--- src/verilog/efp_regs.vh ---
// constants for the encoder feedback and pulse conditioner
`ifndef EFP_REGS_VH
`define EFP_REGS_VH

// system clock
`define EFP_CLK_KHZ       100000
`define EFP_CYC_PER_MS    100000

// spindle encoder multiple codes and reset value
`define EFP_MULT_X1       3'h1
`define EFP_MULT_X2       3'h2
`define EFP_MULT_X4       3'h4
`define EFP_MULT_RST      3'h4

// direction settings
`define EFP_DIR_POS       1'h0
`define EFP_DIR_NEG       1'h1

// filter pass frequencies in kHz for codes 0..3, reset code
`define EFP_FILT0_KHZ     500
`define EFP_FILT1_KHZ     750
`define EFP_FILT2_KHZ     1000
`define EFP_FILT3_KHZ     342
`define EFP_FILT_RST      2'h0
// stable time in cycles: half a period at the pass frequency
`define EFP_FILT_CYC(k)   (`EFP_CLK_KHZ / (2 * (k)))

// command pulse base rate and divisor
`define EFP_BASE_KHZ      2500
`define EFP_BASE_CYC      (`EFP_CLK_KHZ / `EFP_BASE_KHZ)
`define EFP_PW_CYC        (`EFP_BASE_CYC / 2)
`define EFP_DIV_RST       8'h05

// command output formats
`define EFP_FMT_PLS_DIR   2'h0
`define EFP_FMT_POS_NEG   2'h1
`define EFP_FMT_AB        2'h2
`define EFP_FMT_RST       2'h0

// resolution reset values
`define EFP_RES_NUM_RST   20'h57e40
`define EFP_RES_DEN_RST   16'h1000

// backlash limit, 9.999 mm in micrometre pulses
`define EFP_BL_MAX        16'sh270f
`define EFP_BL_RST        16'sh0000

`endif
--- src/verilog/efp_conditioner.v ---
// encoder feedback conditioning and command pulse shaping for four feedback and three command axes
// What this block does
// [RULE1] spindle count multiple 1, 2 or 4
// [RULE2] spindle direction 0 positive, 1 inverted
// [RULE3] spindle filter code selects 500/750/1000/342 kHz
// [RULE4] axis direction 0 forward, 1 reversed
// [RULE5] axis filters use same frequency codes
// [RULE6] pulse rate is 2500 kHz divided by n
// [RULE7] negative-to-positive reversal injects forward offset
// [RULE8] positive-to-negative reversal injects reverse offset
// [RULE9] offset pulses fit in offset time window
// [RULE10] offset emitted as lump after reversal
// [RULE11] enable bit gates the reversal offset
// [RULE12] counts scaled by numerator over denominator; code scales only the spindle count, into sp_pos
// [RULE13] signed backlash within 9.999 mm on reversal
// [RULE14] output format pulse-dir, pos-neg or quadrature
// [RULE15] filtered quadrature decoded into count events
`include "efp_regs.vh"

module efp_conditioner #(
	parameter CYC_PER_MS = `EFP_CYC_PER_MS,
	parameter NAX        = 3,
	parameter CW         = 32
) (
	// clock and reset
	input  wire                clk,
	input  wire                nrst,
	// encoder pins, spindle and X/Y/Z
	input  wire                sp_a,
	input  wire                sp_b,
	input  wire [2:0]          ax_a,
	input  wire [2:0]          ax_b,
	// feedback configuration
	input  wire [2:0]          sp_mult,
	input  wire                sp_dir_inv,
	input  wire [1:0]          sp_filt_sel,
	input  wire                ax_dir_inv,
	input  wire [1:0]          ax_filt_sel,
	input  wire [19:0]         res_num,
	input  wire [15:0]         res_den,
	// feedback results
	output wire [CW-1:0]       sp_cnt,
	output wire [3*CW-1:0]     ax_cnt,
	output reg  [CW-1:0]       sp_pos,
	// command configuration
	input  wire [7:0]          pls_div,
	input  wire [1:0]          pls_fmt,
	input  wire                lin_feed,
	input  wire signed [15:0]  backlash,
	input  wire                rev_en,
	input  wire [11:0]         off_fwd,
	input  wire [11:0]         off_rev,
	input  wire [11:0]         off_time_ms,
	input  wire [11:0]         acc_ms,
	// command requests, one step per accepted request, plus any backlash and offset pulses on a reversal
	input  wire [NAX-1:0]      cmd_req,
	input  wire [NAX-1:0]      cmd_dir,
	output wire [NAX-1:0]      cmd_ready,
	// command pins
	output wire [NAX-1:0]      out_a,
	output wire [NAX-1:0]      out_b
);

	localparam integer TH0 = `EFP_FILT_CYC(`EFP_FILT0_KHZ);
	localparam integer TH1 = `EFP_FILT_CYC(`EFP_FILT1_KHZ);
	localparam integer TH2 = `EFP_FILT_CYC(`EFP_FILT2_KHZ);
	localparam integer TH3 = `EFP_FILT_CYC(`EFP_FILT3_KHZ);
	localparam integer BASE = `EFP_BASE_CYC;
	localparam integer PW   = `EFP_PW_CYC;

	// ---------------- feedback input filters ----------------
	// bit order: 0 sp_a, 1 sp_b, 2..4 ax_a, 5..7 ax_b
	wire [7:0] raw_in = {ax_b, ax_a, sp_b, sp_a};
	wire [7:0] filt;

	genvar gi;
	generate
		for (gi = 0; gi < 8; gi = gi + 1) begin : g_filt
			reg       s1_r;
			reg       s2_r;
			reg       f_r;
			reg [7:0] cnt_r;
			wire [1:0] sel = (gi < 2) ? sp_filt_sel : ax_filt_sel;
			reg  [7:0] th;
			always @* begin
				case (sel)  // [RULE3] [RULE5]
				2'h0: th = TH0[7:0];
				2'h1: th = TH1[7:0];
				2'h2: th = TH2[7:0];
				2'h3: th = TH3[7:0];
				default: th = TH0[7:0];
				endcase
			end
			// level must hold half a pass period before it is believed
			always @(posedge clk or negedge nrst) begin
				if (!nrst) begin
					s1_r  <= 1'b0;
					s2_r  <= 1'b0;
					f_r   <= 1'b0;
					cnt_r <= 8'h00;
				end else begin
					s1_r <= raw_in[gi];
					s2_r <= s1_r;
					if (s2_r == f_r) begin
						cnt_r <= 8'h00;
					end else if (cnt_r >= th - 8'h01) begin
						f_r   <= s2_r;
						cnt_r <= 8'h00;
					end else begin
						cnt_r <= cnt_r + 8'h01;
					end
				end
			end
			assign filt[gi] = f_r;
		end
	endgenerate

	// ---------------- quadrature decode and counters ----------------
	wire [CW-1:0] cnt_w [0:3];

	generate
		for (gi = 0; gi < 4; gi = gi + 1) begin : g_dec
			reg          ap_r;
			reg          bp_r;
			reg [CW-1:0] cnt_r;
			wire a = (gi == 0) ? filt[0] : filt[1 + gi];
			wire b = (gi == 0) ? filt[1] : filt[4 + gi];
			wire [2:0] mult = (gi == 0) ? sp_mult : `EFP_MULT_X4;
			wire inv = (gi == 0) ? sp_dir_inv : ax_dir_inv;
			reg  ev;
			reg  up;
			always @* begin
				ev = 1'b0;
				up = 1'b0;
				case (mult)  // [RULE1] [RULE15]
				`EFP_MULT_X1: begin
					ev = a & ~ap_r;
					up = ~b;
				end
				`EFP_MULT_X2: begin
					ev = a ^ ap_r;
					up = a ^ b;
				end
				`EFP_MULT_X4: begin
					// same sense as x1/x2: a leading b counts up
					ev = (a ^ ap_r) | (b ^ bp_r);
					up = a ^ bp_r;
				end
				default: begin
					ev = 1'b0;
					up = 1'b0;
				end
				endcase
			end
			// invert sense per direction setting
			always @(posedge clk or negedge nrst) begin
				if (!nrst) begin
					ap_r  <= 1'b0;
					bp_r  <= 1'b0;
					cnt_r <= {CW{1'b0}};
				end else begin
					ap_r <= a;
					bp_r <= b;
					if (ev) begin
						if (up ^ inv)  // [RULE2] [RULE4]
							cnt_r <= cnt_r + {{(CW-1){1'b0}}, 1'b1};
						else
							cnt_r <= cnt_r - {{(CW-1){1'b0}}, 1'b1};
					end
				end
			end
			assign cnt_w[gi] = cnt_r;
		end
	endgenerate

	assign sp_cnt = cnt_w[0];
	assign ax_cnt = {cnt_w[3], cnt_w[2], cnt_w[1]};

	// ---------------- spindle count to position scaling ----------------
	// one shared serial divider: 57 cycles per update (load plus 56 steps) saves a wide array divider
	reg        dv_busy_r;
	reg [5:0]  dv_step_r;
	reg [55:0] dv_q_r;
	reg [16:0] dv_rem_r;
	reg        dv_neg_r;
	wire [CW-1:0] sp_mag = sp_cnt[CW-1] ? (~sp_cnt + {{(CW-1){1'b0}}, 1'b1}) : sp_cnt;
	wire [51:0]   prod   = sp_mag * res_num;
	wire [16:0]   dv_t   = {dv_rem_r[15:0], dv_q_r[55]};
	wire          dv_ge  = dv_t >= {1'b0, res_den};

	always @(posedge clk or negedge nrst) begin
		if (!nrst) begin
			dv_busy_r <= 1'b0;
			dv_step_r <= 6'h00;
			dv_q_r    <= 56'h0;
			dv_rem_r  <= 17'h0;
			dv_neg_r  <= 1'b0;
			sp_pos    <= {CW{1'b0}};
		end else if (!dv_busy_r) begin
			if (res_den != 16'h0000) begin  // [RULE12]
				dv_busy_r <= 1'b1;
				dv_step_r <= 6'h00;
				dv_q_r    <= {4'h0, prod};
				dv_rem_r  <= 17'h0;
				dv_neg_r  <= sp_cnt[CW-1];
			end
		end else begin
			dv_rem_r  <= dv_ge ? (dv_t - {1'b0, res_den}) : dv_t;
			dv_q_r    <= {dv_q_r[54:0], dv_ge};
			dv_step_r <= dv_step_r + 6'h01;
			if (dv_step_r == 6'h37) begin
				dv_busy_r <= 1'b0;
				if (dv_neg_r)
					sp_pos <= ~{dv_q_r[CW-2:0], dv_ge} + {{(CW-1){1'b0}}, 1'b1};
				else
					sp_pos <= {dv_q_r[CW-2:0], dv_ge};
			end
		end
	end

	// ---------------- command rate ticks ----------------
	reg [7:0]  base_cnt_r;
	reg        base_tick_r;
	reg [7:0]  div_cnt_r;
	reg        cmd_tick_r;
	wire [7:0] div_eff = (pls_div == 8'h00) ? 8'h01 : pls_div;

	// base tick at 2500 kHz, command tick every n base ticks
	always @(posedge clk or negedge nrst) begin
		if (!nrst) begin
			base_cnt_r  <= 8'h00;
			base_tick_r <= 1'b0;
			div_cnt_r   <= 8'h00;
			cmd_tick_r  <= 1'b0;
		end else begin
			base_tick_r <= 1'b0;
			cmd_tick_r  <= 1'b0;
			if (base_cnt_r == BASE[7:0] - 8'h01) begin
				base_cnt_r  <= 8'h00;
				base_tick_r <= 1'b1;
				if (div_cnt_r >= div_eff - 8'h01) begin  // [RULE6]
					div_cnt_r  <= 8'h00;
					cmd_tick_r <= 1'b1;
				end else begin
					div_cnt_r <= div_cnt_r + 8'h01;
				end
			end else begin
				base_cnt_r <= base_cnt_r + 8'h01;
			end
		end
	end

	// backlash held within its legal band
	wire signed [15:0] bl_c = (backlash > `EFP_BL_MAX) ? `EFP_BL_MAX :
		(backlash < -`EFP_BL_MAX) ? -`EFP_BL_MAX : backlash;
	wire [31:0] win_ms = (off_time_ms != 12'h000) ? {20'h0, off_time_ms} : {20'h0, acc_ms};
	wire [31:0] win_ld = win_ms * CYC_PER_MS;

	// ---------------- per-axis command generators ----------------
	generate
		for (gi = 0; gi < NAX; gi = gi + 1) begin : g_cmd
			reg               dirl_r;
			reg signed [15:0] pend_r;
			reg [11:0]        off_r;
			reg               odir_r;
			reg [31:0]        win_r;
			reg               rdy_r;
			reg [7:0]         pw_r;
			reg               pls_r;
			reg               edir_r;
			reg [1:0]         ph_r;
			reg               oa_r;
			reg               ob_r;
			wire acc = cmd_req[gi] & rdy_r;
			wire rev = acc & (cmd_dir[gi] != dirl_r);
			wire signed [15:0] step = cmd_dir[gi] ? 16'sh0001 : -16'sh0001;
			wire signed [15:0] blv  = cmd_dir[gi] ? bl_c : -bl_c;
			wire emit_off = (pw_r == 8'h00) & base_tick_r & (off_r != 12'h000) &
				(win_r != 32'h0);
			wire emit_cmd = (pw_r == 8'h00) & cmd_tick_r & ~emit_off & (pend_r != 16'sh0000);
			wire edir = emit_off ? odir_r : ~pend_r[15];
			always @(posedge clk or negedge nrst) begin
				if (!nrst) begin
					dirl_r <= 1'b1;
					pend_r <= 16'sh0000;
					off_r  <= 12'h000;
					odir_r <= 1'b1;
					win_r  <= 32'h0;
					rdy_r  <= 1'b0;
					pw_r   <= 8'h00;
					pls_r  <= 1'b0;
					edir_r <= 1'b1;
					ph_r   <= 2'h0;
					oa_r   <= 1'b0;
					ob_r   <= 1'b0;
				end else begin
					rdy_r <= (pend_r == 16'sh0000) & (off_r == 12'h000) & ~acc;
					if (acc) begin
						dirl_r <= cmd_dir[gi];
						if (rev & lin_feed)
							pend_r <= pend_r + step + blv;  // [RULE13]
						else
							pend_r <= pend_r + step;
					end else if (emit_cmd) begin
						pend_r <= pend_r - (pend_r[15] ? -16'sh0001 : 16'sh0001);
					end
					if (rev & rev_en) begin  // [RULE11]
						// dir 1 after 0 is neg-to-pos
						off_r  <= cmd_dir[gi] ? off_fwd : off_rev;  // [RULE7] [RULE8]
						odir_r <= cmd_dir[gi];
						win_r  <= win_ld;
					end else begin
						if (win_r != 32'h0)
							win_r <= win_r - 32'h1;
						if (win_r == 32'h1)
							off_r <= 12'h000;  // [RULE9]
						else if (emit_off)
							off_r <= off_r - 12'h001;  // [RULE10]
					end
					// offset lump goes out at base rate ahead of queued motion
					if (emit_off | emit_cmd) begin
						pw_r   <= PW[7:0];
						pls_r  <= 1'b1;
						edir_r <= edir;
						ph_r   <= edir ? ph_r + 2'h1 : ph_r - 2'h1;
					end else if (pw_r != 8'h00) begin
						pw_r <= pw_r - 8'h01;
						if (pw_r == 8'h01)
							pls_r <= 1'b0;
					end
					case (pls_fmt)  // [RULE14]
					`EFP_FMT_PLS_DIR: begin
						oa_r <= pls_r;
						ob_r <= edir_r;
					end
					`EFP_FMT_POS_NEG: begin
						oa_r <= pls_r & edir_r;
						ob_r <= pls_r & ~edir_r;
					end
					`EFP_FMT_AB: begin
						oa_r <= ph_r[1];
						ob_r <= ph_r[1] ^ ph_r[0];
					end
					default: begin
						oa_r <= 1'b0;
						ob_r <= 1'b0;
					end
					endcase
				end
			end
			assign cmd_ready[gi] = rdy_r;
			assign out_a[gi]     = oa_r;
			assign out_b[gi]     = ob_r;
		end
	endgenerate

endmodule

--- config.mk ---
export PLATFORM = sky130hd
export DESIGN_NAME = efp_conditioner
export DESIGN_NICKNAME = d
export VERILOG_FILES = /design/src/verilog/efp_conditioner.v
export VERILOG_INCLUDE_DIRS = /design/src /design/src/verilog
export SDC_FILE = /design/constraint.sdc
export NUM_CORES = 2
export LEC_CHECK = 0
export BUFFER_PORTS_ARGS = -buffer_cell sky130_fd_sc_hd__buf_4
export CAP_MARGIN = 5
export CELL_PAD_IN_SITES_DETAIL_PLACEMENT = 0
export CELL_PAD_IN_SITES_GLOBAL_PLACEMENT = 1
export CORE_AREA = 8 8 463 374
export DETAILED_ROUTE_END_ITERATION = 10
export DIE_AREA = 0 0 471 382
export GPL_ROUTABILITY_DRIVEN = 1
export GPL_TIMING_DRIVEN = 0
export PLACE_DENSITY = 0.67
export SLEW_MARGIN = 20
export SYNTH_ARGS = -nofsm -noshare
export SYNTH_HDL_FRONTEND = slang
export SYNTH_SLANG_ARGS = --single-unit
--- constraint.sdc ---
create_clock -name clk -period 19.1 [get_ports clk]
set_clock_uncertainty 0.2 [all_clocks]
set_input_delay 2.865 -clock clk [delete_from_list [all_inputs] [get_ports clk]]
set_output_delay 2.865 -clock clk [all_outputs]
set_load 0.02 [all_outputs]
==> flow_metrics.py <==
metrics = {
    "outcome": {
        "run_status": "finished, final reports clean",
    },
    "clocking": {
        "post_cts_buffers": 0,
        "clockBufferDepth": 3,
        "cts.clk_slew.worst_paths_ns": 0.06,
        "holdBufCountCts": 0,
        "clock_latency_ns": 0.68,
        "cts-root-buf": "clkbuf_16",
        "cts.htree.levels": 3,
        "cts_buffers": 74,
        "clock_sinks": 585,
        "tritoncts": "done",
        "cts_resized": 0,
    },
    "drt": {
        "met3WireLength_um": 13200,
        "dr.max_layer_used": "met4",
        "routedWlPerCell_um": 19.8,
        "drtIter0Drc": 3928,
        "wl_um": 203000,
        "met2_wirelength_um": 84300,
        "first_pass_iters": 6,
        "avgViaCountPerCell": 5.38,
        "drc": 0,
        "ant_nets": 0,
        "wl_met1_um": 101000,
        "num_vias": 55000,
    },
    "synthesis": {
        "async_reset_ff_share_pct": 100,
        "netlist_instances": 7605,
        "syn_area_um2": 65800,
        "ys_seq_elements": 585,
        "synth-edff-count": 0,
        "syn-mean-instance-area_um2": 8.66,
        "synth_nets": 8918,
        "yosys_warnings": 0,
        "netlist-cell-type-count": 99,
        "ys.flop_type": "dfrtp_1",
        "seq_area_frac_synth_pct": 22.3,
    },
    "job": {
        "maxCapViolations": 0,
    },
    "placement": {
        "gp_congestion": 0.900,
        "dp_slack_ns": 7.93,
        "place_hpwl_um": 162000,
        "place_inst": 10100,
        "port_buffers": 303,
    },
    "sta": {
        "hold_viol": 0,
        "rsz0062_at_grt": "no",
        "period_needed_ns": 10.53,
        "final_max_slew_viol_count": 0,
        "relSlewSlack_pct": 24.7,
        "layout_setup_ws_ns": 8.57,
        "period_share_pct": 55.2,
        "worst_pin_slew_ns": 1.13,
        "whs_ns": 0.141,
        "finalSetupViolCount": 0,
        "max_freq_mhz": 94.9,
        "setup-tns-final_ns": 0,
    },
    "grt": {
        "grt_pass1_vias": 54900,
        "grtUsageTotal_pct": 22.1,
        "grt_max_degree": 92,
        "grt_pass1_wl_um": 320000,
        "grt_overflow": 0,
        "antenna_found_initial": 7,
    },
    "floorplanning": {
        "dieArea_um2": 180000,
        "std_cell_rows": 134,
        "coreArea_um2": 166000,
        "die_w_um": 471,
        "start_util_pct": 39.7,
        "io_pins": 306,
        "die_h_um": 382,
    },
    "critical_path": {
        "required_ns": 19.45,
        "setup.worst_path.end_class": "register",
        "critPathLaunchType": "input port",
        "cp_max_fo": 10,
        "critPathKind": "in2reg",
        "r2r_slack_ns": 8.66,
        "arrival_ns": 10.88,
    },
    "cells_and_area": {
        "drive_above_1_share_pct": 7.21,
        "finalNonFillerCells": 10200,
        "synthToLayoutAreaGrowth_pct": 11.7,
        "finalNetCount": 9304,
    },
    "min_path": {
        "hold_path_class": "reg2reg",
    },
}
==> sequential cells by signal (all words and copies together), names as in the netlist, 4 cells and up <==
register,flops
g_dec.cnt_r,96
g_filt.cnt_r,64
g_dec.b,4
g_cmd.off_r,36
dv_q_r,56
g_dec.bp_r,4
sp_pos,32
g_dec.a,4
div_cnt_r,8
dv_step_r,6
base_cnt_r,8
sp_cnt,32
g_filt.s1_r,8
g_cmd.pend_r,48
g_cmd.win_r,96
g_cmd.pw_r,24
g_dec.ap_r,4
dv_rem_r,16
g_cmd.ph_r,6
g_filt.s2_r,8
==> layout make-up <==
cell class | instances | area [um2]
multi-input cells | 5868 | 46800
fillers | 16500 | 92100
clock inverters | 30 | 347
repair buffers | 310 | 2470
flip-flops and latches | 585 | 14700
plain buffers | 314 | 1230
clock buffers | 103 | 2110
inverters | 838 | 3150
diodes | 6 | 15.0
well taps | 2176 | 2720
==> stage by stage <==
| step | instance area, um2 | util [%] |
|---|---|---|
| finish | 73500 | 44.4 |
| global route | 73500 | 44.4 |
| CTS | 73500 | 44.4 |
| detailed placement | 71000 | 42.9 |
| global placement | 70800 | 42.8 |
| floorplan | 65800 | - |
==> logic make-up after synthesis <==
family                     after synthesis  share of synthesized area [%]
DFF                                    585                           22.3
muxes                                  102                           1.66
xor gates and xnor gates               543                           7.22
and+or+nand+nor                       2437                           17.8
buffers and inverters                 1152                           6.64
AOI/OAI and AO/OA                     1610                           15.5
adders and majority gates             1176                           28.9
==> cells in the final DEF (no fill, tap or decap), types with 42 or more instances in the layout <==
cell	instances
a21oi_1	491
nor2_1	547
mux2i_1	42
dfrtp_1	576
mux2_2	60
a211oi_1	71
nand3_1	143
o31ai_1	68
nor4_1	51
and2_1	363
o21ai_0	353
clkbuf_16	75
nand2_1	797
ha_1	598
a31oi_1	66
nor3_1	140
buf_4	312
fa_1	578
and3_1	68
inv_1	833
clkbuf_1	300
o21a_1	67
xor2_1	262
nor2b_1	53
xnor2_1	281
or3_1	82
nand2b_1	52
a21o_1	147
==> cells in the mapped netlist, drive strengths merged (30+ instances only) <==
cell	count	area (um2)
o211ai	30	225
and2	364	2280
o21ai	366	1830
and3	68	425
mux2i	42	420
a21o	147	1100
nor3	141	706
dfrtp	576	14400
a211oi	72	546
o21a	67	503
xnor2	281	2460
o31ai	68	510
fa	578	11600
mux2	60	676
inv	837	3140
a31oi	66	413
o21bai	40	300
or3	82	513
a21oi	491	2460
nand2b	53	339
nand2	797	2990
nor4	53	353
nand3	144	726
xor2	262	2290
o22ai	37	231
nor2b	53	332
clkbuf	288	1080
nand4	39	265
nor2	550	2080
ha	598	7480
==> worst paths after layout <==
kind,startpoint,depth (start not counted),end
hold reg to reg,g_filt[6].s1_r,0,g_filt[6].s2_r
setup / recovery,res_num[6],25,dv_q_r[50]
min in group asynchronous,nrst,1,g_dec[2].cnt_r[17]
setup reg to reg,sp_cnt[0],33,dv_q_r[47]
max in group asynchronous,nrst,4,sp_cnt[0]
hold / removal,g_filt[6].s1_r,0,g_filt[6].s2_r
==> worst max-delay path, cell delays in order <==
cell and delay, ns:
buf_4 0.14, clkbuf_1 0.79, and2_1 0.27, fa_1 0.43, inv_1 0.10, fa_1 0.43, fa_1 0.52, inv_1 0.05
fa_1 0.57, fa_1 0.44, fa_1 0.54, inv_1 0.07, fa_1 0.56, inv_1 0.08, ha_1 0.27, buf_2 0.18
and4_1 0.27, nand3_1 0.15, a2111oi_1 0.59, or3_1 0.21, a41oi_1 0.19, o21ai_1 0.35, nand3_1 0.19, a2111o_1 0.41
a32oi_1 0.19
==> layer usage <==
metal	vias up	track usage, %
met1	27000	33.7
li1	26500	-
met2	1392	32.6
met3	189	3.99
met5	-	0
met4	0	4.59
Power is not shown: default switching activity piles up to over one toggle a cycle in this logic, so the estimate is an artifact.
